### config.mk
export PLATFORM = sky130hd
export DESIGN_NAME = crf_core_regs
export DESIGN_NICKNAME = d
export VERILOG_FILES = /design/src/hdl/crf_pkg.sv /design/src/hdl/crf_core_regs.sv
export SDC_FILE = /design/constraint.sdc
export NUM_CORES = 1
export LEC_CHECK = 0
export ABC_AREA = 1
export BUFFER_PORTS_ARGS = -buffer_cell sky130_fd_sc_hd__buf_2
export CAP_MARGIN = 10
export CELL_PAD_IN_SITES_DETAIL_PLACEMENT = 0
export CELL_PAD_IN_SITES_GLOBAL_PLACEMENT = 2
export CORE_MARGIN = 1
export CORE_UTILIZATION = 28
export DETAILED_ROUTE_END_ITERATION = 10
export PLACE_DENSITY = 0.74
export SYNTH_ARGS = -nofsm -noshare
export SYNTH_HDL_FRONTEND = slang
export SYNTH_SLANG_ARGS = --single-unit
### constraint.sdc
create_clock -name clk -period 5.5 [get_ports clk]
set_input_delay 0.275 -clock clk [delete_from_list [all_inputs] [get_ports clk]]
set_output_delay 0.275 -clock clk [all_outputs]
set_load 0.03 [all_outputs]
### src/hdl/crf_pkg.sv
// Package for the core register set: indices, widths, field positions, reset values.
// Assumes one core clock and a synchronous active-high reset shared by all users.
package crf_pkg;
    localparam int DATA_WIDTH    = 32;
    localparam int INDEX_WIDTH   = 4;
    localparam int REG_COUNT     = 16;
    localparam int LOW_LAST      = 7;
    localparam int HIGH_LAST     = 12;
    localparam logic [3:0] STACK_INDEX   = 4'hd;
    localparam logic [3:0] RETURN_INDEX  = 4'he;
    localparam logic [3:0] COUNTER_INDEX = 4'hf;
    localparam logic [31:0] STEP_WIDE    = 32'h4;
    localparam logic [31:0] STEP_NARROW  = 32'h2;
    localparam logic [31:0] WORD_MASK    = 32'hffff_fffc;
    localparam logic [31:0] HALF_MASK    = 32'hffff_fffe;
    localparam logic [31:0] RESET_VALUE  = 32'h0;
    // Combined status layout
    localparam int FLAG_N      = 31;
    localparam int FLAG_Z      = 30;
    localparam int FLAG_C      = 29;
    localparam int FLAG_V      = 28;
    localparam int EXEC_BIT    = 24;
    localparam int EXC_WIDTH   = 6;
    localparam logic [31:0] APP_FIELD  = 32'hf000_0000;
    localparam logic [31:0] EXEC_FIELD = 32'h0100_0000;
    localparam logic [31:0] INT_FIELD  = 32'h0000_003f;
    // Control register bits
    localparam int CTRL_PRIV  = 0;
    localparam int CTRL_STACK = 1;
    localparam logic [1:0] CTRL_RESET = 2'h0;
    localparam int MASK_BIT = 0;
    // Special register selectors for the transfer instructions
    typedef enum logic [1:0] {
        SPEC_STATUS,
        SPEC_MASK,
        SPEC_CONTROL,
        SPEC_NONE
    } crf_spec_type;
    // Barrier kinds
    typedef enum logic [1:0] {
        BAR_NONE,
        BAR_INSTR,
        BAR_DATA_SYNC,
        BAR_DATA_MEM
    } crf_barrier_type;
endpackage

### src/hdl/crf_core_regs.sv
// Core register set: sixteen 32-bit registers, banked stack pointers, combined status,
// exception mask and control. Assumes decode presents one retiring instruction per cycle.
`timescale 1ns/1ns
// Contract
// - Sixteen 32-bit registers; 13-15 stack, return, counter.
// - Low registers 0-7 reachable by every instruction.
// - High registers 8-12 only for wide instructions.
// - Stack pointer always word aligned.
// - Banked main/process stack; handler uses main.
// - Call saves return address; return loads counter.
// - Counter advances by four after wide non-branch.
// - Status views are disjoint fields of one register.
// - Application view holds N Z C V flags.
// - Interrupt view holds current exception number.
// - Execution view holds compact instruction state bit.
// - Mask bit zero set blocks exception handling.
// - Control picks thread stack, privilege; reset main.
// - 16/32-bit instructions, halfword aligned, freely mixed.
// - Data processing may optionally update flags.
// - Special read copies control/mask/status to register.
// - Special write copies register to control/mask/status; code leaves control unchanged in handler mode.
// - Three wide barrier instructions: instruction, sync, memory.
module crf_core_regs #(
    parameter logic [31:0] RESET_COUNTER = 32'h0
) (
    // Clock and reset
    input  wire logic                     clk,
    input  wire logic                     rst,
    // Retiring instruction
    input  wire logic                     instrValid,
    input  wire logic                     instrWide,
    input  wire logic                     instrBranch,
    input  wire logic [31:0]              branchTarget,
    input  wire logic                     instrCall,
    input  wire logic                     instrReturn,
    // Register read ports
    input  wire logic [3:0]               readIndexA,
    input  wire logic [3:0]               readIndexB,
    output logic [31:0]                   readDataA,
    output logic [31:0]                   readDataB,
    // Register write port
    input  wire logic                     writeEnable,
    input  wire logic [3:0]               writeIndex,
    input  wire logic [31:0]              writeData,
    output logic                          accessFault,
    // Flags
    input  wire logic                     flagUpdate,
    input  wire logic [3:0]               flagsIn,
    // Exception state
    input  wire logic                     handlerMode,
    input  wire logic [5:0]               exceptionNumber,
    input  wire logic                     exceptionRequest,
    output logic                          exceptionTake,
    // Special register transfers
    input  wire logic                     specRead,
    input  wire logic                     specWrite,
    input  wire crf_pkg::crf_spec_type    specSelect,
    input  wire logic [3:0]               specGpr,
    // Barriers
    input  wire crf_pkg::crf_barrier_type barrierKind,
    input  wire logic                     memoryIdle,
    output logic                          barrierStall,
    output logic                          fetchFlush,
    // State view
    output logic [31:0]                   programCounter,
    output logic [31:0]                   stackPointer,
    output logic [31:0]                   combinedStatus,
    output logic                          exceptionMask,
    output logic [1:0]                    controlBits,
    output logic                          privileged
);

    logic [31:0] generalRegs [0:12];
    logic [31:0] mainStackPointer;
    logic [31:0] processStackPointer;
    logic [31:0] returnAddressReg;
    logic [3:0]  appFlags;
    logic        execState;
    logic [31:0] next_counter;
    logic        useProcess;
    logic        regFault;
    logic        gprWrite;
    logic [3:0]  gprIndex;
    logic [31:0] gprData;
    logic [31:0] specValue;
    logic [31:0] activeStack;
    logic [31:0] statusWord;
    logic        inDecode;

    // Handler mode forces the main stack whatever control says
    assign useProcess = controlBits[crf_pkg::CTRL_STACK] && !handlerMode;
    assign activeStack = useProcess ? processStackPointer : mainStackPointer;

    // High registers are reachable only from wide encodings; narrow hits are refused
    assign regFault = instrValid && !instrWide && writeEnable
                      && (writeIndex > 4'(crf_pkg::LOW_LAST)) && (writeIndex <= 4'(crf_pkg::HIGH_LAST));

    assign statusWord = {appFlags, 3'h0, execState, 18'h0, exceptionNumber};

    always_comb begin
        unique case (specSelect)
            crf_pkg::SPEC_STATUS:  specValue = statusWord;
            crf_pkg::SPEC_MASK:    specValue = {31'h0, exceptionMask};
            crf_pkg::SPEC_CONTROL: specValue = {30'h0, controlBits};
            default:               specValue = 32'h0;
        endcase
    end

    // Special read wins the write port; the data path must not retire both together
    always_comb begin
        gprWrite = 1'b0;
        gprIndex = writeIndex;
        gprData  = writeData;
        if (specRead && specSelect != crf_pkg::SPEC_NONE) begin
            gprWrite = 1'b1;
            gprIndex = specGpr;
            gprData  = specValue;
        end else if (writeEnable && !regFault) begin
            gprWrite = 1'b1;
        end
    end

    function automatic logic [31:0] read_reg(input logic [3:0] idx);
        logic [31:0] val;
        val = 32'h0;
        unique case (idx)
            crf_pkg::STACK_INDEX:   val = activeStack;
            crf_pkg::RETURN_INDEX:  val = returnAddressReg;
            crf_pkg::COUNTER_INDEX: val = programCounter;
            default:                val = generalRegs[idx];
        endcase
        return val;
    endfunction

    // Thirteen general registers
    genvar gi;
    generate
        for (gi = 0; gi <= crf_pkg::HIGH_LAST; gi++) begin : gen_gpr
            always_ff @(posedge clk) begin
                if (rst) begin
                    generalRegs[gi] <= crf_pkg::RESET_VALUE;
                end else if (gprWrite && gprIndex == 4'(gi)) begin
                    generalRegs[gi] <= gprData;
                end
            end
        end
    endgenerate

    // Banked stack pointers, low two bits forced to zero
    always_ff @(posedge clk) begin
        if (rst) begin
            mainStackPointer    <= crf_pkg::RESET_VALUE;
            processStackPointer <= crf_pkg::RESET_VALUE;
        end else if (gprWrite && gprIndex == crf_pkg::STACK_INDEX) begin
            if (useProcess) begin
                processStackPointer <= gprData & crf_pkg::WORD_MASK;
            end else begin
                mainStackPointer <= gprData & crf_pkg::WORD_MASK;
            end
        end
    end

    // Return address: a call stores the address after the call
    always_ff @(posedge clk) begin
        if (rst) begin
            returnAddressReg <= crf_pkg::RESET_VALUE;
        end else if (instrValid && instrCall) begin
            returnAddressReg <= programCounter + (instrWide ? crf_pkg::STEP_WIDE : crf_pkg::STEP_NARROW);
        end else if (gprWrite && gprIndex == crf_pkg::RETURN_INDEX) begin
            returnAddressReg <= gprData;
        end
    end

    always_comb begin
        next_counter = programCounter;
        if (instrValid && !barrierStall) begin
            if (instrReturn) begin
                next_counter = returnAddressReg;
            end else if (instrBranch || instrCall) begin
                next_counter = branchTarget;
            end else if (instrWide) begin
                next_counter = programCounter + crf_pkg::STEP_WIDE;
            end else begin
                next_counter = programCounter + crf_pkg::STEP_NARROW;
            end
        end else if (gprWrite && gprIndex == crf_pkg::COUNTER_INDEX) begin
            next_counter = gprData;
        end
    end

    // Halfword alignment lets both widths mix freely in one stream
    always_ff @(posedge clk) begin
        if (rst) begin
            programCounter <= RESET_COUNTER & crf_pkg::HALF_MASK;
        end else begin
            programCounter <= next_counter & crf_pkg::HALF_MASK;
        end
    end

    // Flags: only when the instruction asks, or by a status write
    always_ff @(posedge clk) begin
        if (rst) begin
            appFlags  <= 4'h0;
            execState <= 1'b1;
        end else if (specWrite && specSelect == crf_pkg::SPEC_STATUS) begin
            appFlags <= writeData[crf_pkg::FLAG_N:crf_pkg::FLAG_V];
        end else if (instrValid && flagUpdate) begin
            appFlags <= flagsIn;
        end
    end

    // Mask and control, written only by the special write
    always_ff @(posedge clk) begin
        if (rst) begin
            exceptionMask <= 1'b0;
            controlBits   <= crf_pkg::CTRL_RESET;
        end else if (specWrite) begin
            if (specSelect == crf_pkg::SPEC_MASK) begin
                exceptionMask <= writeData[crf_pkg::MASK_BIT];
            end
            if (specSelect == crf_pkg::SPEC_CONTROL && !handlerMode) begin
                controlBits <= writeData[1:0];
            end
        end
    end

    // Barriers hold the stream until memory drains; the instruction barrier also flushes fetch
    assign inDecode = instrValid && instrWide && barrierKind != crf_pkg::BAR_NONE;
    always_ff @(posedge clk) begin
        if (rst) begin
            barrierStall <= 1'b0;
            fetchFlush   <= 1'b0;
        end else begin
            barrierStall <= inDecode && !memoryIdle;
            fetchFlush   <= inDecode && barrierKind == crf_pkg::BAR_INSTR;
        end
    end

    // Registered views
    always_ff @(posedge clk) begin
        if (rst) begin
            readDataA      <= 32'h0;
            readDataB      <= 32'h0;
            accessFault    <= 1'b0;
            exceptionTake  <= 1'b0;
            stackPointer   <= 32'h0;
            combinedStatus <= 32'h0;
            privileged     <= 1'b1;
        end else begin
            readDataA      <= read_reg(readIndexA);
            readDataB      <= read_reg(readIndexB);
            accessFault    <= regFault;
            exceptionTake  <= exceptionRequest && !exceptionMask;
            stackPointer   <= activeStack;
            combinedStatus <= statusWord;
            privileged     <= handlerMode || !controlBits[crf_pkg::CTRL_PRIV];
        end
    end

    chk_stack_aligned: assert property (@(posedge clk) disable iff (rst)
        stackPointer[1:0] == 2'h0) else $error("stack pointer not aligned");

    chk_counter_wide_step: assert property (@(posedge clk) disable iff (rst)
        instrValid && instrWide && !instrBranch && !instrCall && !instrReturn && !barrierStall
        |=> programCounter == (($past(programCounter) + 32'h4) & 32'hffff_fffe))
        else $error("wide step wrong");

    chk_counter_narrow_step: assert property (@(posedge clk) disable iff (rst)
        instrValid && !instrWide && !instrBranch && !instrCall && !instrReturn && !barrierStall
        |=> programCounter == $past(programCounter) + 32'h2) else $error("narrow step wrong");

    chk_counter_even: assert property (@(posedge clk) disable iff (rst)
        programCounter[0] == 1'b0) else $error("counter not halfword aligned");

    chk_branch_target: assert property (@(posedge clk) disable iff (rst)
        instrValid && (instrBranch || instrCall) && !instrReturn && !barrierStall
        |=> programCounter == ($past(branchTarget) & 32'hffff_fffe)) else $error("branch target not loaded");

    chk_counter_view: assert property (@(posedge clk) disable iff (rst)
        readIndexB == 4'hf |=> readDataB == $past(programCounter)) else $error("counter read wrong");

    chk_mask_blocks: assert property (@(posedge clk) disable iff (rst)
        exceptionMask |=> !exceptionTake) else $error("exception taken while masked");

    chk_take_unmasked: assert property (@(posedge clk) disable iff (rst)
        exceptionRequest && !exceptionMask |=> exceptionTake) else $error("exception not taken");

    chk_handler_main: assert property (@(posedge clk) disable iff (rst)
        handlerMode |-> activeStack == mainStackPointer) else $error("handler on process stack");

    chk_return_load: assert property (@(posedge clk) disable iff (rst)
        instrValid && instrReturn && !barrierStall |=> programCounter == ($past(returnAddressReg) & 32'hffff_fffe))
        else $error("return not loaded");

    chk_call_saves: assert property (@(posedge clk) disable iff (rst)
        instrValid && instrCall
        |=> returnAddressReg == $past(programCounter) + ($past(instrWide) ? 32'h4 : 32'h2))
        else $error("return address not saved");

    chk_high_refused: assert property (@(posedge clk) disable iff (rst)
        regFault |=> accessFault ##0 $stable(generalRegs[8])) else $error("narrow wrote high register");

    chk_low_write: assert property (@(posedge clk) disable iff (rst)
        instrValid && !instrWide && writeEnable && writeIndex == 4'h7 && !specRead
        |=> generalRegs[7] == $past(writeData)) else $error("narrow low write lost");

    chk_status_fields: assert property (@(posedge clk) disable iff (rst)
        (combinedStatus & ~(32'hf100_003f)) == 32'h0) else $error("status field overlap");

    chk_app_view: assert property (@(posedge clk) disable iff (rst)
        1'b1 |=> combinedStatus[crf_pkg::FLAG_N:crf_pkg::FLAG_V] == $past(appFlags)) else $error("flag view wrong");

    chk_int_view: assert property (@(posedge clk) disable iff (rst)
        1'b1 |=> combinedStatus[crf_pkg::EXC_WIDTH-1:0] == $past(exceptionNumber)) else $error("exception view wrong");

    chk_exec_view: assert property (@(posedge clk) disable iff (rst)
        1'b1 |=> combinedStatus[crf_pkg::EXEC_BIT] == 1'b1) else $error("execution bit view wrong");

    chk_flags_hold: assert property (@(posedge clk) disable iff (rst)
        !(instrValid && flagUpdate) && !specWrite |=> $stable(appFlags)) else $error("flags changed");

    chk_flag_update: assert property (@(posedge clk) disable iff (rst)
        instrValid && flagUpdate && !specWrite |=> appFlags == $past(flagsIn)) else $error("flags not updated");

    chk_mask_read: assert property (@(posedge clk) disable iff (rst)
        specRead && specSelect == crf_pkg::SPEC_MASK && specGpr == 4'h0
        |=> generalRegs[0] == {31'h0, $past(exceptionMask)}) else $error("mask read wrong");

    chk_mask_write: assert property (@(posedge clk) disable iff (rst)
        specWrite && specSelect == crf_pkg::SPEC_MASK |=> exceptionMask == $past(writeData[crf_pkg::MASK_BIT]))
        else $error("mask write lost");

    chk_control_locked: assert property (@(posedge clk) disable iff (rst)
        specWrite && handlerMode |=> $stable(controlBits)) else $error("control written in handler");

    chk_stall_busy: assert property (@(posedge clk) disable iff (rst)
        instrValid && instrWide && barrierKind != crf_pkg::BAR_NONE && !memoryIdle |=> barrierStall)
        else $error("barrier did not stall");

    chk_flush_instr: assert property (@(posedge clk) disable iff (rst)
        instrValid && instrWide && barrierKind == crf_pkg::BAR_INSTR |=> fetchFlush) else $error("fetch not flushed");

    chk_stall_holds: assert property (@(posedge clk) disable iff (rst)
        barrierStall && instrValid && !gprWrite |=> $stable(programCounter)) else $error("counter moved in stall");

endmodule

=== After elaboration in Yosys (flattened, before gate mapping) ===
Memory sizes are Yosys's and may differ from the RTL's.
Index checks and enable logic that the tools add are counted.

* Add/sub/neg operators: 3
* Order comparisons: 2
* Eq/ne operators: 25
* Multiplexer cells: 72
* Bitwise operators: 14
* Reduce and logical (&&, ||, !) cells: 52

{| class="wikitable"
|+ Operator list
! cell !! number
|-
| $mux 32 || 22
|-
| $pmux 32 s3 || 3
|-
| $eq 4x4->1 const B || 14
|-
| $mux 1 || 43
|-
| $logic_and 1x1->1 || 33
|-
| $add 32x2->32 const B || 1
|-
| $add 32x3->32 || 1
|-
| $add 32x3->32 const B || 1
|-
| $eq 4x3->1 const B || 4
|-
| $or 1x1->1 || 13
|-
| $mux 4 || 3
|-
| $eq 4x2->1 const B || 2
|-
| $reduce_and 2->1 || 4
|-
| $reduce_bool 2->1 || 4
|-
| $logic_not 1->1 || 7
|-
| $eq 2x1->1 const B || 2
|-
| $eq 4x1->1 const B || 1
|-
| $gt 4x3->1 const B || 1
|-
| $le 4x4->1 const B || 1
|-
| $logic_not 4->1 || 1
|-
| $mux 3 || 1
|-
| $eq 2x2->1 const B || 1
|-
| $logic_not 2->1 || 1
|-
| $logic_or 1x1->1 || 2
|-
| 2 further kinds || 2
|}

* Register bits: 264
* Memory bits (writable): 416
* Bits of input ports: 108
* Output and inout port bits: 168
* Word-level logic and storage cells: 187
* Memories: 1

{| class="wikitable"
|+ Memories
! memory !! words !! width !! read ports !! clocked after Yosys merged registers in !! wr ports !! RTL line !! RTL
|-
| generalRegs || 13 || 32 || 2 || 0 || 13 || crf_core_regs.sv:73 || <nowiki>logic [31:0] generalRegs [0:12];</nowiki>
|}

=== Longest topological paths before layout ===
Gate-level depths: netlist (run 1).

* Depth after elaboration: 14
* Gate-level depth with buffers: 14
* Mapped depth without buffers: 14

=== Least setup slack after synthesis (run 1) ===
OpenSTA, ideal clock, no wires.

* Path type: input -> register
* Start point: input instrWide
* End point: memory generalRegs[10][0] (enable)
* Setup time: 0.466 ns
* Arrival: 3.290 ns
* Required time: 5.034 ns
* Path slack: 1.744 ns
* Cell stages on the path: 7
* Path buffers: 1
* Path through: buf_4 nor2_1 nand4_1 nand2_1 nand2_2 nand3_1 o21ai_0

{| class="wikitable"
|+ RTL lines
! element !! RTL line !! RTL
|-
| from (decl) || crf_core_regs.sv:31 || <nowiki>input wire logic instrWide,</nowiki>
|-
| to (decl) || crf_core_regs.sv:73 ||
|}

==> load_flow_metrics.sql, run 1 <==
INSERT INTO impl_metrics (metric_group, metric, value, unit) VALUES
('status', 'result_of_the_run', 'complete, no violations', ''),
('critical_path', 'worstSetupEndpoint', 'generalRegs[9][10]', ''),
('place', 'port_buffers', '250', ''),
('die', 'floorplan.initialDensity', '28.4', '%'),
('cts', 'cts.repair_timing.setup_buffer_count', '0', ''),
('synth', 'distinct_cells_synth', '51', ''),
('cts', 'cts-htree-levels', '3', ''),
('synth', 'yosys_warnings', '0', ''),
('power', 'p_int', '9220', 'uW'),
('place', 'place.gp.congestion', '0.944', ''),
('critical_path', 'critical_path.reg2reg.startpoint', 'controlBits[1]', ''),
('power', 'ir_drop', '0.199', 'mV'),
('die', 'design.die.area', '122000', 'sq um'),
('finish', 'drive_above_1_share', '12.3', '%'),
('global_routing', 'grt_first_pass_wirelength', '223000', 'microns'),
('drt', 'routed_wire_length_per_instance', '26.7', 'microns'),
('global_routing', 'grt_antenna_before_repair', '5', ''),
('power', 'clockPowerShare', '41.7', '%'),
('synth', 'synth_largest_area_cell', 'edfxtp_1', ''),
('finish', 'mostFrequentLayoutCell', 'nor2_1', ''),
('finish', 'num-fill-cells', '12500', ''),
('timing', 'tns', '0', 'ns'),
('cts', 'cts_sinks', '656', ''),
('synth', 'postSynthCellCount', '4163', ''),
('power', 'leakagePower', '0.0154', 'uW'),
('timing', 'achievable-frequency', '0.320', 'GHz'),
('critical_path', 'worst-setup-path-type', 'primary input to flip-flop', ''),
('drt', 'wl', '159000', 'microns'),
('timing', 'final_period_minus_worst_setup_slack', '3.12', 'ns'),
('finish', 'syn_to_final_growth', '17.2', '%'),
('synth', 'netlist_top_cells_area', 'edfxtp_1 37%, dfxtp_1 14%, nor2_1 7.5%, o21ai_0 6.7%, nand2_1 6.6%', ''),
('global_routing', 'grt_util_all_layers', '25.5', '%'),
('critical_path', 'cp_cell_sequence', 'buf_2, inv_1, nor2_1, nand4_1, nand2_1, nand2_2, nand3_1, nor2_1, nand2_1, buf_4, nor2_1', ''),
('global_routing', 'grt_max_degree', '113', ''),
('synth', 'synth_top_flop_cell', 'edfxtp_1', ''),
('die', 'io-pin-count', '276', ''),
('finish', 'register_area', '17300', 'sq um'),
('timing', 'fin_ws', '2.38', 'ns'),
('critical_path', 'critPathArrivalTime', '3.50', 'ns'),
('critical_path', 'startpoint_type', 'primary input', ''),
('cts', 'cts_repair_resize_count', '0', ''),
('die', 'die_x', '349', 'microns'),
('critical_path', 'cp-end-kind', 'flip-flop', ''),
('power', 'power_density', '333', 'nW/um^2'),
('synth', 'synth-edff-count', '416', ''),
('cts', 'tritoncts.num_buffers', '79', ''),
('place', 'detailedPlace.worstSlack', '1.74', 'ns'),
('critical_path', 'critPathLaunch', 'instrValid', ''),
('critical_path', 'worst-r2r-cell-count', '8', ''),
('die', 'rows', '126', ''),
('critical_path', 'crit_path_frequent_cell', 'nor2_1', ''),
('critical_path', 'timing.reg2reg.setup_slack', '2.40', 'ns'),
('synth', 'syn-mean-instance-area', '8.10', 'sq um'),
('cts', 'cts.reportedPaths.clkPinSlew', '0.06', 'ns'),
('finish', 'fin_util', '33.3', '%'),
('drt', 'detail-route-antenna-nets', '0', ''),
('synth', 'synth.top_cell.area_share', '37.1', '%'),
('synth', 'synth-async-reset-ratio', '0', '%'),
('power', 'net-switching-power', '3940', 'uW'),
('drt', 'drtIter0Drc', '3528', ''),
('timing', 'grt_setup_unrepaired', 'no', ''),
('cts', 'cts.path.max_buffers', '3', ''),
('critical_path', 'r2r_end', 'readDataB[23]', ''),
('finish', 'fin_nets', '4423', ''),
('power', 'power.share.combinational', '14.7', '%'),
('critical_path', 'crit_slowest_cell', 'nand2_1', ''),
('global_routing', 'gr-total-overflow', '0', ''),
('global_routing', 'first_global_vias', '29900', ''),
('finish', 'layout.cells.most_common_list', '670 x nor2_1, 584 x nand2_1, 437 x o21ai_0', ''),
('critical_path', 'biggest_cell_delay_along_the_critical_path', '0.79', 'ns'),
('die', 'fp.dieH', '349', 'microns');
cell families after synthesis:
family | Yosys count | synth area share, %
AND/OR/NAND/NOR | 1489 | 17.9
AO/OA/AOI/OAI | 1216 | 20.8
XOR/XNOR | 14 | 0.364
buffers and inverters | 781 | 9.44
other | 1 | 0.0111
adder cells (fa/ha/maj) | 6 | 0.245
flip-flops | 656 | 51.3
worst min path at each step:
stage / startpoint / end / slack [ns] / cells past startpoint
2_1_floorplan: barrierKind[1] / fetchFlush / 0.35 / 1
3_3_place_gp: processStackPointer[22] / processStackPointer[22] / 0.43 / 2
3_5_place_dp: processStackPointer[13] / processStackPointer[13] / 0.43 / 2
4_1_cts: branchTarget[8] / programCounter[8] / 0.01 / 5
5_1_grt: branchTarget[8] / programCounter[8] / 0.07 / 5
6_report: branchTarget[8] / programCounter[8] / 0.05 / 5
power groups by stage:
| stage | combinational [uW] | clock, uW | sequential (uW) |
|---|---|---|---|
| 2_1_floorplan | 951 | 0 | 5910 |
| 3_3_place_gp | 1890 | 0 | 5840 |
| 3_5_place_dp | 1890 | 0 | 5840 |
| 4_1_cts | 1910 | 5540 | 5740 |
| 5_1_grt | 2060 | 5720 | 5770 |
| 6_report | 1940 | 5490 | 5740 |
critical path: cells and delay by family:
kind                   cells  cell delay [ns]
AND/OR/NAND/NOR            8             2.53
buffers and inverters      3             0.65
stage by stage:
| stage | std cells | hold slack (ns) | area, sq um |
|---|---|---|---|
| finish | 5973 | 0.0534 | 39500 |
| global route | 5972 | 0.0705 | 39500 |
| CTS | 5972 | 0.0122 | 39500 |
| detailed placement | 5796 | 0.434 | 36500 |
| global placement | 5796 | 0.429 | 36500 |
| floorplan | 4186 | 0.352 | 33800 |
flip-flops by register name, indices dropped and copies added (netlist names), 2 cells and up:
signal               count
generalRegs            416
readDataA               32
readDataB               32
returnAddressReg        32
programCounter          31
mainStackPointer        30
processStackPointer     30
stackPointer            30
combinedStatus          11
appFlags                 4
controlBits              2
synth_stat cells (all sizes together) (23+ instances only):
cell type	n
a21oi	414
a22oi	49
buf	140
clkbuf	209
dfxtp	240
edfxtp	416
inv	431
nand2	609
nand3	137
nand4	47
nor2	681
o2111ai	25
o211ai	62
o21ai	473
o221ai	74
o22ai	39
o31ai	23
layout make-up:
cell class                      count  share of cell area (%)
Multi-Input combinational cell   2749                    34.1
Clock buffer                       97                    5.18
Sequential cell                   656                    43.8
Clock inverter                     47                    1.48
Timing Repair Buffer              391                    6.20
Antenna cell                        1                 0.00634
Inverter                          432                    4.12
Tap cell                         1600                    5.07
routing by layer:
metal | GRT usage, % | vias to the layer above | wire length [microns]
li1 | - | 14400 | -
met1 | 35.5 | 15600 | 69300
met2 | 38.9 | 1610 | 69800
met3 | 4.75 | 255 | 14000
met4 | 9.94 | 2 | 6230
met5 | 0 | - | 13
(Power assumes the default switching activity.)
==> run 2: changes to the inputs <==
--- a/config.mk
+++ b/config.mk
@@ -5,7 +5,7 @@
 export SDC_FILE = /design/constraint.sdc
 export NUM_CORES = 1
 export LEC_CHECK = 0
-export ABC_AREA = 1
+export ABC_AREA = 0
 export BUFFER_PORTS_ARGS = -buffer_cell sky130_fd_sc_hd__buf_2
 export CAP_MARGIN = 10
 export CELL_PAD_IN_SITES_DETAIL_PLACEMENT = 0
@@ -13,7 +13,7 @@
 export CORE_MARGIN = 1
 export CORE_UTILIZATION = 28
 export DETAILED_ROUTE_END_ITERATION = 10
-export PLACE_DENSITY = 0.74
+export PLACE_DENSITY = 0.71
 export SYNTH_ARGS = -nofsm -noshare
 export SYNTH_HDL_FRONTEND = slang
 export SYNTH_SLANG_ARGS = --single-unit
==> constraint.sdc (replaced) <==
create_clock -name clk -period 2.7 [get_ports clk]
set_input_delay 0.135 -clock clk [delete_from_list [all_inputs] [get_ports clk]]
set_output_delay 0.135 -clock clk [all_outputs]
set_load 0.03 [all_outputs]
==> load_flow_metrics.sql, run 2 <==
INSERT INTO impl_metrics (metric_group, metric, value, unit) VALUES
('status', 'result_of_the_run', 'complete, no violations', ''),
('place', 'place.gp.congestion', '0.896', ''),
('timing', 'setup_viol_count_final', '0', ''),
('critical_path', 'critPathMaxFanout', '8', ''),
('cts', 'cts.path.max_buffers', '3', ''),
('drt', 'routed_wire_length_per_instance', '27.7', 'microns'),
('power', 'power_density', '631', 'nW/um^2'),
('timing', 'hold_ws', '0.0506', 'ns'),
('finish', 'largest_register_ff_count', '416', ''),
('place', 'placed_cell_area', '37900', 'sq um'),
('finish', 'fin_nets', '3470', ''),
('timing', 'grt_setup_unrepaired', 'no', ''),
('drt', 'wl', '139000', 'microns'),
('synth', 'synth-edff-count', '416', ''),
('timing', 'worst_pin_slew', '1.22', 'ns'),
('finish', 'num-fill-cells', '12000', ''),
('hold_path', 'timing.hold.worst.class', 'primary input to flip-flop', ''),
('synth', 'synth_top_flop_cell', 'edfxtp_1', ''),
('timing', 'timing_max_transition_violations_final', '0', ''),
('place', 'detailedPlace.worstSlack', '0.160', 'ns'),
('global_routing', 'grt_first_pass_wirelength', '196000', 'microns'),
('place', 'hpwl', '94800', 'microns'),
('cts', 'cts.repair_timing.setup_buffer_count', '0', ''),
('critical_path', 'critPathArrivalTime', '2.99', 'ns'),
('synth', 'postSynthRegisterBits', '656', ''),
('critical_path', 'worst-setup-path-type', 'flip-flop to flip-flop', ''),
('drt', 'route.detailed.vias_per_inst', '5.34', ''),
('drt', 'drtIter0Drc', '2629', ''),
('synth', 'synth.yosys.seq_area_share', '51.5', '%'),
('finish', 'syn_to_final_growth', '22.5', '%'),
('cts', 'cts_repair_resize_count', '0', ''),
('global_routing', 'grt_util_all_layers', '22.5', '%'),
('power', 'ir_drop', '0.385', 'mV'),
('die', 'core-area', '119000', 'sq um'),
('global_routing', 'grt_antenna_before_repair', '5', ''),
('cts', 'clk_latency', '0.63', 'ns'),
('critical_path', 'timing.reg2reg.setup_slack', '0.17', 'ns'),
('cts', 'clk_root_buffer_cell', 'clkbuf_16', ''),
('cts', 'hold_bufs_inserted_after_cts', '75', ''),
('timing', 'fin_worst_skew', '0.0207', 'ns'),
('timing', 'final-hold-violation-count', '0', ''),
('cts', 'cts.reportedPaths.clkPinSlew', '0.06', 'ns'),
('finish', 'largest_register', 'generalRegs', ''),
('cts', 'cts_tree', 'built', ''),
('drt', 'dr_drc_count', '0', ''),
('die', 'design.die.area', '121000', 'sq um'),
('timing', 'achievable-frequency', '0.396', 'GHz'),
('drt', 'detail-route-antenna-nets', '0', ''),
('place', 'port_buffers', '250', ''),
('global_routing', 'gr-total-overflow', '0', ''),
('finish', 'final_design_area_no_fill', '41200', 'sq um'),
('cts', 'tritoncts.num_buffers', '72', ''),
('synth', 'synthMostInstantiatedCell', 'nor2_1', ''),
('synth', 'netlist_top_cells_area', 'edfxtp_1 37%, dfxtp_1 14%, mux4_2 14%, nor2_1 5.7%, a211oi_1 3.0%', ''),
('die', 'die_x', '348', 'microns'),
('global_routing', 'grt_max_degree', '82', ''),
('synth', 'synth-async-reset-ratio', '0', '%'),
('finish', 'drive_above_1_share', '25.6', '%'),
('critical_path', 'startpoint_type', 'flip-flop', ''),
('drt', 'detailedRoute.firstPassIterationCount', '5', ''),
('power', 'leakagePower', '0.0147', 'uW'),
('die', 'floorplan.initialDensity', '28.3', '%'),
('synth', 'syn-mean-instance-area', '11.2', 'sq um'),
('drt', 'detailroute.via_count', '26800', ''),
('die', 'rows', '126', ''),
('die', 'io-pin-count', '276', ''),
('timing', 'fin_ws', '0.175', 'ns'),
('synth', 'netlist_top_cells_count', '510 x nor2_1, 416 x edfxtp_1, 254 x nand2_1', ''),
('timing', 'timing.max_slew.rel_slack', '16.6', '%'),
('cts', 'cts-htree-levels', '3', ''),
('finish', 'layout.cells.most_common_list', '509 x nor2_1, 416 x edfxtp_1, 253 x nand2_1', ''),
('timing', 'min_period_over_period', '93.5', '%'),
('synth', 'yosys_warnings', '0', ''),
('critical_path', 'cp-end-kind', 'flip-flop', ''),
('finish', 'mostFrequentLayoutCell', 'nor2_1', ''),
('synth', 'synth.cell_area', '33600', 'sq um'),
('synth', 'synth.top_cell.area_share', '37.2', '%'),
('critical_path', 'critical_path_required', '3.17', 'ns'),
('synth', 'postSynthCellCount', '3006', ''),
('synth', 'distinct_cells_synth', '85', ''),
('cts', 'cts_sinks', '656', ''),
('run', 'max_cap_violations', '0', ''),
('timing', 'final_period_minus_worst_setup_slack', '2.53', 'ns'),
('synth', 'synth_largest_area_cell', 'edfxtp_1', ''),
('global_routing', 'first_global_vias', '26400', ''),
('die', 'fp.dieH', '348', 'microns');
## run 2: cell types whose count changed after synthesis, moves of 80 or more
cell,before,now
a211oi_1,10,136
inv_1,425,26
o21ai_0,451,144
nor2_1,676,510
nand2_1,594,254
mux2i_1,0,80
a21oi_1,414,86
mux4_2,0,206
nor2b_1,0,104
## run 2: kinds of logic after synthesis
kind of cell	after synthesis	synth area share (%)
adder cells (fa/ha/maj)	6	0.246
other	1	0.0112
AO/OA/AOI/OAI	557	11.0
AND/OR/NAND/NOR	1107	14.9
multiplexers	288	16.3
flip-flops	656	51.5
XOR/XNOR	41	1.07
buffers and inverters	350	5.01
## run 2: where the power goes
group | internal, uW | switching [uW]
Clock | 6110 | 4330
Combinational | 1510 | 2430
Sequential | 11300 | 368
Total | 18900 | 7130
## run 2: final cells by class
cell class              instances  area [sq um]  share of cell area [%]
inverters                      27           104                   0.252
multi-input cells            2023         14900                    36.2
diodes                          2          5.00                  0.0122
flip-flops and latches        656         17300                    42.0
well taps                    1600          2000                    4.86
repair buffers                576          4400                    10.7
clock inverters                32           348                   0.845
clock buffers                  97          2120                    5.14
## run 2: worst paths after layout
path	from	end	depth (start not counted)
worst max-delay path	programCounter[1]	returnAddressReg[17]	9
worst min register to register	controlBits[0]	privileged	1
worst max register to register	programCounter[1]	returnAddressReg[17]	9
worst min-delay path	instrBranch	programCounter[29]	5
## run 2: through the flow
stage | utilization, % | std cells | TNS, ns | total power (uW)
global placement | 32.0 | 4807 | 0 | 15600
global route | 34.7 | 5011 | 0 | 26800
detailed placement | 32.0 | 4807 | 0 | 15700
CTS | 34.7 | 5011 | 0 | 26200
finish | 34.7 | 5013 | 0 | 26000
floorplan | - | 3029 | -47.37 | 14000
## run 2: layer usage
layer / vias up / part of all wire [%] / global-route usage (%) / routed length (microns)
met3: 188 / 7.2 / 3.11 / 10000
li1: 11800 / - / - / -
met4: 4 / 3.3 / 7.88 / 4610
met2: 1186 / 48 / 37.7 / 66800
met1: 13600 / 41 / 29.6 / 57400
met5: - / 0.021 / 0 / 29
## run 2: worst max-delay path: stages, from the launching register on
cell      delay [ns]
dfxtp_2         0.33
ha_1            0.17
inv_1           0.06
fa_1            0.43
nand3b_1        0.20
or4_1           0.62
buf_4           0.23
nor2_1          0.11
xnor2_1         0.13
o22ai_1         0.09
